File: src/design/spk_regs.vh
`ifndef SPK_REGS_VH
`define SPK_REGS_VH

// Mode encodings
`define SPK_MODE_TRANSPARENT 1'b0
`define SPK_MODE_FRAMED      1'b1

// Default command-entry figures
`define SPK_GUARD_TIME_MS     16'h03E8
`define SPK_CMD_SEQ_CHAR      8'h2B
`define SPK_CMD_SEQ_COUNT     2'h3
`define SPK_CLK_MHZ           125
// Cycles per millisecond at the reference clock
`define SPK_CYC_PER_MS        (`SPK_CLK_MHZ * 1000)

// Default packet settings
`define SPK_MAX_PAYLOAD       8'h54
`define SPK_TIMEOUT_TICKS     32'h0000_0C35

// Frame delimiters and status codes for framed traffic
`define SPK_FRAME_START       8'h7E
`define SPK_FRAME_RX_TAG      8'h90
`define SPK_STATUS_OK         8'h00
`define SPK_STATUS_FAIL       8'h01

`endif

File: src/design/spk_packetizer.v
// Contract
// - Transparent mode queues serial input bytes only while collecting with room left
// - Transparent mode forwards radio payload unchanged
// - No transparent mode while SPI is active
// - Close packet after idle packetization timeout
// - Zero timeout closes packet on any byte
// - Command sequence flushes bytes buffered before it
// - Close packet when byte count hits maximum
// - Input during command mode is not forwarded
// - Framed mode frames host-bound radio and status traffic; serial input is queued unframed
// - Framed mode answers transmit with status frame
// - Framed radio delivery carries sender address
// - Default sequence: silence, three plus, silence
`timescale 1ns/1ps
`default_nettype none
`include "spk_regs.vh"

module spk_packetizer #(
  parameter DEPTH      = 128,
  parameter AW         = 7,
  parameter GUARD_CYC  = `SPK_GUARD_TIME_MS * `SPK_CYC_PER_MS
) (
  input  wire        i_ref_clk,
  input  wire        i_srst,
  input  wire        i_mode_framed,
  input  wire        i_spi_active,
  input  wire [7:0]  i_max_payload,
  input  wire [31:0] i_packetization_timeout,
  input  wire [7:0]  i_command_sequence_char,
  input  wire        i_cmd_exit,
  input  wire        i_ser_valid,
  input  wire [7:0]  i_ser_data,
  input  wire        i_pkt_ready,
  input  wire        i_rf_valid,
  input  wire [7:0]  i_rf_data,
  input  wire        i_rf_first,
  input  wire [15:0] i_rf_src_addr,
  input  wire        i_tx_done,
  input  wire        i_tx_ok,
  input  wire        i_host_ready,
  output reg         o_pkt_valid,
  output reg  [7:0]  o_pkt_data,
  output reg         o_pkt_last,
  output reg         o_host_valid,
  output reg  [7:0]  o_host_data,
  output reg         o_cmd_mode,
  output reg         o_framed_eff,
  output reg         o_ser_drop
);

  localparam S_COLLECT = 2'b01;
  localparam S_SEND    = 2'b10;

  // Host-bound frame steps
  localparam H_IDLE    = 5'b00001;
  localparam H_TAG     = 5'b00010;
  localparam H_ADDR_HI = 5'b00100;
  localparam H_ADDR_LO = 5'b01000;
  localparam H_STATUS  = 5'b10000;

  // Receive queue
  reg [7:0]    mem_r [0:DEPTH-1];
  reg [AW-1:0] wr_ptr_r;
  reg [AW-1:0] rd_ptr_r;
  reg [7:0]    count_r;
  reg [7:0]    send_left_r;
  reg [1:0]    state_r;

  // Silence counters
  reg [31:0]   idle_r;
  reg [31:0]   guard_r;

  // Command sequence detector
  reg [1:0]    plus_r;
  reg          pre_ok_r;
  reg [7:0]    plus_mark_r;

  // Host-bound frames
  reg [4:0]    hdr_r;
  reg [15:0]   src_r;
  reg          stat_pend_r;
  reg [7:0]    stat_code_r;

  // Serial intake and packet closing
  wire          framed     = i_mode_framed | i_spi_active;
  wire          collecting = (state_r == S_COLLECT);
  wire          has_room   = (count_r < i_max_payload);
  wire          take       = i_ser_valid & ~o_cmd_mode & collecting & has_room;
  wire          is_plus    = ~framed & (i_ser_data == i_command_sequence_char);
  wire          guard_ok   = (guard_r >= GUARD_CYC);
  wire          seq_done   = (plus_r == `SPK_CMD_SEQ_COUNT) & guard_ok;
  wire          full_hit   = (count_r != 8'h00) & (count_r >= i_max_payload);
  wire          to_zero    = (i_packetization_timeout == 32'h0000_0000);
  wire          to_idle    = (idle_r >= i_packetization_timeout);
  wire          to_hit     = (count_r != 8'h00) & (to_zero | to_idle);
  wire          pkt_go     = o_pkt_valid & i_pkt_ready;
  wire [AW-1:0] seq_len    = count_r[AW-1:0] - plus_mark_r[AW-1:0];
  wire [7:0]    head_byte  = mem_r[rd_ptr_r];

  // Host path handshake
  wire          host_free  = ~o_host_valid | i_host_ready;
  wire          stat_sent  = (hdr_r == H_STATUS) & host_free;

  // One flip-flop row per queue entry
  genvar gi;
  generate
    for (gi = 0; gi < DEPTH; gi = gi + 1) begin : g_entry
      always @(posedge i_ref_clk) begin
        if (take && (wr_ptr_r == gi)) begin
          mem_r[gi] <= i_ser_data;
        end
      end
    end
  endgenerate

  // Silence counters for the idle timeout and the guard time
  always @(posedge i_ref_clk) begin
    if (i_srst) begin
      idle_r  <= 32'h0000_0000;
      guard_r <= 32'h0000_0000;
    end else if (i_ser_valid) begin
      idle_r  <= 32'h0000_0000;
      guard_r <= 32'h0000_0000;
    end else begin
      if (!guard_ok) guard_r <= guard_r + 32'h0000_0001;
      if (idle_r != 32'hFFFF_FFFF) idle_r <= idle_r + 32'h0000_0001;
    end
  end

  // Command sequence detector, transparent mode only
  always @(posedge i_ref_clk) begin
    if (i_srst) begin
      plus_r      <= 2'h0;
      pre_ok_r    <= 1'b0;
      plus_mark_r <= 8'h00;
      o_cmd_mode  <= 1'b0;
    end else if (o_cmd_mode) begin
      if (i_cmd_exit | framed) o_cmd_mode <= 1'b0;
      plus_r <= 2'h0;
    end else if (i_ser_valid) begin
      if (is_plus && (plus_r == 2'h0) && guard_ok) begin
        plus_r      <= 2'h1;
        pre_ok_r    <= 1'b1;
        plus_mark_r <= count_r;
      end else if (is_plus && pre_ok_r && (plus_r != `SPK_CMD_SEQ_COUNT)) begin
        plus_r <= plus_r + 2'h1;
      end else begin
        plus_r   <= 2'h0;
        pre_ok_r <= 1'b0;
      end
    end else if (seq_done) begin
      o_cmd_mode <= 1'b1;
      plus_r     <= 2'h0;
      pre_ok_r   <= 1'b0;
    end else if ((plus_r != 2'h0) && guard_ok &&
                 (plus_r != `SPK_CMD_SEQ_COUNT)) begin
      plus_r   <= 2'h0;
      pre_ok_r <= 1'b0;
    end
  end

  // Effective mode and dropped-byte flags
  always @(posedge i_ref_clk) begin
    if (i_srst) begin
      o_framed_eff <= 1'b0;
      o_ser_drop   <= 1'b0;
    end else begin
      o_framed_eff <= framed;
      o_ser_drop   <= i_ser_valid & ~o_cmd_mode & ~take;
    end
  end

  // Queue pointers, packet closing and the packet stream
  always @(posedge i_ref_clk) begin
    if (i_srst) begin
      wr_ptr_r    <= {AW{1'b0}};
      rd_ptr_r    <= {AW{1'b0}};
      count_r     <= 8'h00;
      send_left_r <= 8'h00;
      state_r     <= S_COLLECT;
      o_pkt_valid <= 1'b0;
      o_pkt_data  <= 8'h00;
      o_pkt_last  <= 1'b0;
    end else begin
      if (take) begin
        wr_ptr_r <= wr_ptr_r + {{(AW-1){1'b0}}, 1'b1};
      end

      case (state_r)
        S_COLLECT: begin
          if (seq_done && !o_cmd_mode) begin
            // Drop the sequence characters, send what came before
            wr_ptr_r <= wr_ptr_r - seq_len;
            count_r  <= plus_mark_r;
            if (plus_mark_r != 8'h00) begin
              send_left_r <= plus_mark_r;
              state_r     <= S_SEND;
            end
          end else if (full_hit || (to_hit && !take && (plus_r == 2'h0))) begin
            send_left_r <= count_r;
            state_r     <= S_SEND;
          end else if (take) begin
            count_r <= count_r + 8'h01;
          end
        end

        S_SEND: begin
          // Output empty or beat accepted: load the next byte
          if (!o_pkt_valid || pkt_go) begin
            if (send_left_r != 8'h00) begin
              o_pkt_valid <= 1'b1;
              o_pkt_data  <= head_byte;
              o_pkt_last  <= (send_left_r == 8'h01);
              rd_ptr_r    <= rd_ptr_r + {{(AW-1){1'b0}}, 1'b1};
              send_left_r <= send_left_r - 8'h01;
            end else begin
              o_pkt_valid <= 1'b0;
              o_pkt_last  <= 1'b0;
              count_r     <= 8'h00;
              state_r     <= S_COLLECT;
            end
          end
        end

        default: begin
          state_r <= S_COLLECT;
        end
      endcase
    end
  end

  // Pending transmit status; a new outcome wins over the clear
  always @(posedge i_ref_clk) begin
    if (i_srst) begin
      stat_pend_r <= 1'b0;
      stat_code_r <= 8'h00;
    end else if (i_tx_done && framed) begin
      stat_pend_r <= 1'b1;
      stat_code_r <= i_tx_ok ? `SPK_STATUS_OK : `SPK_STATUS_FAIL;
    end else if (stat_sent) begin
      stat_pend_r <= 1'b0;
    end
  end

  // Host-bound path: raw in transparent mode, framed otherwise
  always @(posedge i_ref_clk) begin
    if (i_srst) begin
      o_host_valid <= 1'b0;
      o_host_data  <= 8'h00;
      hdr_r        <= H_IDLE;
      src_r        <= 16'h0000;
    end else if (host_free) begin
      o_host_valid <= 1'b0;
      case (hdr_r)
        H_TAG: begin
          o_host_valid <= 1'b1;
          o_host_data  <= `SPK_FRAME_RX_TAG;
          hdr_r        <= H_ADDR_HI;
        end

        H_ADDR_HI: begin
          o_host_valid <= 1'b1;
          o_host_data  <= src_r[15:8];
          hdr_r        <= H_ADDR_LO;
        end

        H_ADDR_LO: begin
          o_host_valid <= 1'b1;
          o_host_data  <= src_r[7:0];
          hdr_r        <= H_IDLE;
        end

        H_STATUS: begin
          o_host_valid <= 1'b1;
          o_host_data  <= stat_code_r;
          hdr_r        <= H_IDLE;
        end

        H_IDLE: begin
          if (i_rf_valid && framed && i_rf_first) begin
            o_host_valid <= 1'b1;
            o_host_data  <= `SPK_FRAME_START;
            src_r        <= i_rf_src_addr;
            hdr_r        <= H_TAG;
          end else if (i_rf_valid) begin
            o_host_valid <= 1'b1;
            o_host_data  <= i_rf_data;
          end else if (stat_pend_r && framed) begin
            o_host_valid <= 1'b1;
            o_host_data  <= `SPK_FRAME_START;
            hdr_r        <= H_STATUS;
          end
        end

        default: begin
          hdr_r <= H_IDLE;
        end
      endcase
    end
  end

endmodule
`default_nettype wire

File: config.mk
export PLATFORM = sky130hd
export DESIGN_NAME = spk_packetizer
export DESIGN_NICKNAME = d
export VERILOG_FILES = /design/src/design/spk_packetizer.v
export VERILOG_INCLUDE_DIRS = /design/src /design/src/design
export SDC_FILE = /design/constraint.sdc
export NUM_CORES = 2
export LEC_CHECK = 0
export CAP_MARGIN = 30
export CORE_MARGIN = 4
export CORE_UTILIZATION = 55
export DETAILED_ROUTE_END_ITERATION = 8
export DONT_BUFFER_PORTS = 1
export PLACE_DENSITY = 0.7
export SYNTH_ARGS = -nofsm -noshare
export SYNTH_HDL_FRONTEND = slang
export SYNTH_SLANG_ARGS = --single-unit
File: constraint.sdc
create_clock -name i_ref_clk -period 3.4 [get_ports i_ref_clk]
set_clock_uncertainty 0.2 [all_clocks]
set_input_delay 0.17 -clock i_ref_clk [delete_from_list [all_inputs] [get_ports i_ref_clk]]
set_output_delay 0.17 -clock i_ref_clk [all_outputs]
set_load 0.005 [all_outputs]
; After elaboration in Yosys (flattened, before gate mapping)
; Memories as Yosys holds them, arrays and structs flattened. A register that Yosys moved wholly into a read port is not among the register bits.
; Cells that the tools add are included.
[totals]
mem_count = 1
wordCells = 1189
output_inout_bits = 22
ramBits = 1024
ff_bits = 151
input_bits = 92
[classes]
n_reduce_logical = 297
addsub = 9
n_eq_ne = 150
bitwise = 18
muxes = 689
order_cmp = 4
[mem_list]
columns = name, depth, word_bits, read_ports, rd_clocked_by_memory_dff, write_ports, line
row1 = mem_r, 128, 8, 1, 1, 1, spk_packetizer.v:62  ; reg [7:0] mem_r [0:DEPTH-1];
[op_table]
columns = cell, n
row1 = $mux W8, 140
row2 = $reduce_or A8 Y1, 127
row3 = $mux W7, 130
row4 = $eq A7 B7 Y1 const B, 64
row5 = $mux W1, 400
row6 = $eq A7 B6 Y1 const B, 32
row7 = $logic_and A1 B1 Y1, 141
row8 = $eq A7 B5 Y1 const B, 16
row9 = $add A32 B1 Y32 const B, 2
row10 = $eq A7 B4 Y1 const B, 8
row11 = $pmux W8 S5, 1
row12 = $ge A32 B27 Y1 const B, 1
row13 = $ge A32 B32 Y1, 1
row14 = $logic_not A32 Y1, 1
row15 = $ne A32 B32 Y1 const B, 1
row16 = $pmux W8 S2, 2
row17 = $eq A7 B3 Y1 const B, 4
row18 = $reduce_bool A8 Y1, 3
row19 = $mux W2, 10
row20 = $reduce_and A3 Y1, 6
row21 = $mux W5, 3
row22 = $pmux W5 S3, 1
row23 = $add A7 B1 Y7 const B, 2
row24 = $eq A7 B2 Y1 const B, 2
row25 = 38 further kinds, 69

; Depth between registers and ports, before layout
[logic_depth]
word_depth = 135
ltp_mapped = 14
mapped_depth_nobuf = 14

; Worst setup path before layout
; Ideal clock, no wire load.
[synth_timing]
path_kind = reg2reg
startpoint = register count_r[1]
endpoint = memory mem_r[122][0] (enable)
setup_ns = 0.370
slack_ns = 0.318
n_path_buf = 2
arrival_ns = 2.511
stages_incl_launch_ff = 10
synth_period_minus_slack_ns = 3.082
required_time_ns = 2.830
path_cell_list = dfxtp_1 ha_1 nand2b_1 a21oi_1 o21ai_0 and3_1 clkbuf_1 buf_1 nand3_1 nor2_1
[synth_via]
elab_chain_len = 133
elab_cells_between_ends = 767
cone_classes = order compare: 1 / mux: 510 / bitwise: 1 / reduce/logical: 255
[synth_lines]
columns = element, line
row1 = start: declaration, spk_packetizer.v:65  ; reg [7:0] count_r;
row2 = start signal: assignment, spk_packetizer.v:194  ; count_r <= plus_mark_r;
row3 = start signal: assignment, spk_packetizer.v:203  ; count_r <= count_r + 8'h01;
row4 = $lt A8 B8 Y1 *, spk_packetizer.v:87  ; wire has_room = (count_r < i_max_payload);
row5 = $and A1 B1 Y1 *, spk_packetizer.v:88  ; wire take = i_ser_valid & ~o_cmd_mode & collecting & has_room;
row6 = $logic_and A1 B1 Y1, spk_packetizer.v:109  ; if (take && (wr_ptr_r == gi)) begin
row7 = $mux W1, spk_packetizer.v:109
row8 = $mux W1 (implied by the code), spk_packetizer.v:110  ; mem_r[gi] <= i_ser_data;
row9 = $reduce_or A8 Y1 (no line), --
row10 = $mux W7 (no line) or $mux W1 (tied branches) (127 in a row), --
row11 = end: declaration, spk_packetizer.v:62
; Mark *: on every way between the ends. The rest lies on a longest branch, timed or not.

==> metrics.md <==
| Metric | Value |
|---|---|
| Max-cap violations | 0 |
| Layout Cells excl Fill | 4487 |
| H-tree depth | 3 |
| FF/Latch Area | 33800 µm² |
| Layout cells sized above 1 | 21.1% |
| WHS Path Cells | 3 |
| Worst-skew pair later-pin latency | 690 ps |
| Final Cell Area | 56200 µm² |
| Maximum VDD drop | 0.549 mV |
| Chip width | 306 µm |
| Area of placed instances | 51300 µm² |
| Worst setup margin | 55.7 ps |
| Final layout net count | 3389 |
| Top cells by count, synth | edfxtp_1, nor2_1, mux4_2, dfxtp_1, nand2_1 |
| Worst reg2reg path depth | 8 |
| WL per Instance | 27.7 µm |
| Area leader, netlist | edfxtp_1 |
| Row count | 108 |
| Antenna-violating nets left | 0 |
| Critical Path Most Common Cell | buf_12 |
| Crit Path Class | reg2reg |
| Power density over the cells | 533 nW/µm² |
| Die span in y | 306 µm |
| Synthesized area per cell | 16.6 µm² |
| Predominant post-synthesis flop cell | edfxtp_1 |
| Fmax | 0.299 GHz |
| HPWL after DPL | 75300 µm |
| Via density | 6.30 |
| Vias | 28300 |
| # DRC | 0 |
| Worst EP required | 3730 ps |
| CTS sink count | 1176 |
| Worst-Margin Slew | 1010 ps |
| Final setup fails | 0 |
| Slew headroom | 32.5% |
| Final min period | 3340 ps |
| Largest net degree at the start of global routing | 129 |
| Reg2reg setup slack | 60 ps |
| Post-synth ARST share | 0% |
| DP Cell Count | 4184 |
| Final WL | 124000 µm |
| Pre-CTS setup slack | 23.9 ps |
| First-pass GRT wire length | 186000 µm |
| Synth area leaders | edfxtp_1, mux4_2, dfxtp_1, mux2i_1, nor2_1 |
| Reg clk slew, reported paths | 60 ps |
| Clock Tree Root | clkbuf_16 |
| Synth top area share | 63.1% |
| Cells along the critical path | buf_12 > buf_12 > mux4_2 > mux2i_1 > o21ai_0 > o311a_1 > a311oi_1 > o32ai_1 |
| Initial Utilization | 55.9% |
| Count leader, synth | edfxtp_1 |
| Fillers | 5990 |
| Vias in the first global route | 28500 |
| Slew Limit Fails | 0 |
| Synthesis-to-layout area growth | 15.2% |
| Die ar. | 93500 µm² |
| CP arrival | 3670 ps |
| RePlAce Congestion | 0.944 |
| P_leak | 18.2 nW |
| Fin. Hold Viols | 0 |
| Area of the multi-input gates | 13700 µm² |
| I/O pin total | 114 |
| I/O Buffers | 0 |
| Global route total overflow | 0 |
| Total core area | 87300 µm² |
| Distinct cells, synth | 86 |
| FF-to-FF End | o_pkt_data[3] |
| 1st-pass router iterations | 5 |
| DRT iter0 DRCs | 3823 |
| Crit-path slowest cell | a311oi_1 |
| Antenna violations before repair | 3 |
| CTS tree | built |
| Worst r2r src | rd_ptr_r[0] |
| GR Util All Layers | 26.5% |
| Util after Layout | 64.4% |
| Synthesis-stage register bit count | 1176 |
| Final worst-path cycle share | 98.4% |
| Final hold slack | 101 ps |
| RSZ-0062 raised after global routing | false |
| Clock buffer depth | 3 |
| Syn Nets | 3104 |
| Post-synth EDFFs | 1024 |
| Worst hold path type | in2reg |
| Synth Instances | 2942 |
| Synth Cell Area | 48800 µm² |
| CP Capture Type | flop |
| Outcome | finished, final reports clean |
| Critical path startpoint category | flop |
| Ys Warns | 0 |
| Crit path to | o_pkt_data[3] |
| TritonCTS Buffers | 118 |
| CP Launch Point | rd_ptr_r[0] |
| Sequential cell area fraction in the yosys report | 69.3% |
| Critical Path Max Stage Delay | 530 ps |
| CP max FO | 27 |
==> cells by family after synthesis <==
group / after synthesis / synth area share [%]
AO/OA/AOI/OAI: 352 / 4.89
XOR/XNOR: 82 / 1.47
adder cells (fa/ha/maj): 70 / 1.89
buffers and inverters: 233 / 2.55
flip-flops: 1176 / 69.3
multiplexers: 362 / 13.5
AND/OR/NAND/NOR: 667 / 6.40
==> area by class of cell <==
class / count / area share [%]
Multi-Input combinational cell: 1533 / 24.5
Clock inverter: 73 / 1.37
Timing Repair Buffer: 316 / 5.21
Clock buffer: 145 / 5.62
Antenna cell: 7 / 0.0312
Tap cell: 1155 / 2.57
Sequential cell: 1176 / 60.2
Inverter: 82 / 0.548
==> cells in the final DEF, fill, tap and decap left out, drive strengths merged, types with 22 or more instances in the layout <==
master       instances
xnor2               33
dfxtp              152
mux2i              112
xor2                49
nor2               287
dlygate4sd3         69
o21ai               69
nand3               53
clkinv              54
nor3                22
and3                28
a22oi               29
inv                 81
nand4               30
buf                247
nand2              138
mux4               233
ha                  64
a21oi               94
edfxtp            1024
clkbuf             145
==> metal layers <==
layer  part of all wire, %  GRT usage, %  wire (µm)
met5                0.0089             0         11
met4                   3.6          9.02       4480
met3                    10          6.38      13000
met2                    48          42.1      59300
met1                    38          36.5      47500
==> where the power goes <==
part           switching [W]  total [W]  internal, W
registers          0.0000824     0.0159       0.0158
clock network        0.00543     0.0130      0.00758
logic               0.000724    0.00108     0.000360
total                0.00623     0.0300       0.0237
==> flip-flops by register name, summed over array words and instances, names as in the netlist, 16 cells and up <==
name     flops
src_r       16
mem_r     1024
guard_r     32
idle_r      32
==> through the flow <==
step | power, W | setup TNS, ps
after floorplan | 0.0167 | 0
after global placement | 0.0168 | -94.3
after detailed placement | 0.0169 | 0
after CTS | 0.0301 | 0
after global routing | 0.0309 | 0
final | 0.0300 | 0
==> how the worst min path moves through the flow <==
stage / to / from
after global placement: pre_ok_r / i_srst
final: o_framed_eff / i_mode_framed
after detailed placement: o_framed_eff / i_srst
after global routing: o_framed_eff / i_mode_framed
after floorplan: mem_r[0][0] / i_ser_data[0]
after CTS: o_framed_eff / i_mode_framed
==> repair_timing <==
item,in CTS,in global routing
hold endpoints to repair,1176,0
buffers inserted,0,0
resized for setup,0,2
hold buffers,78,0
setup endpoints to repair,0,59
==> worst max-delay path, delay by kind of cell, from the launching register on <==
| kind | cells | cell delay (ps) |
|---|---|---|
| buffers and inverters | 2 | 480 |
| multiplexers | 2 | 700 |
| flip-flops | 1 | 510 |
| AO/OA/AOI/OAI | 4 | 1260 |
Note: power is estimated with default switching activity, not from simulation.
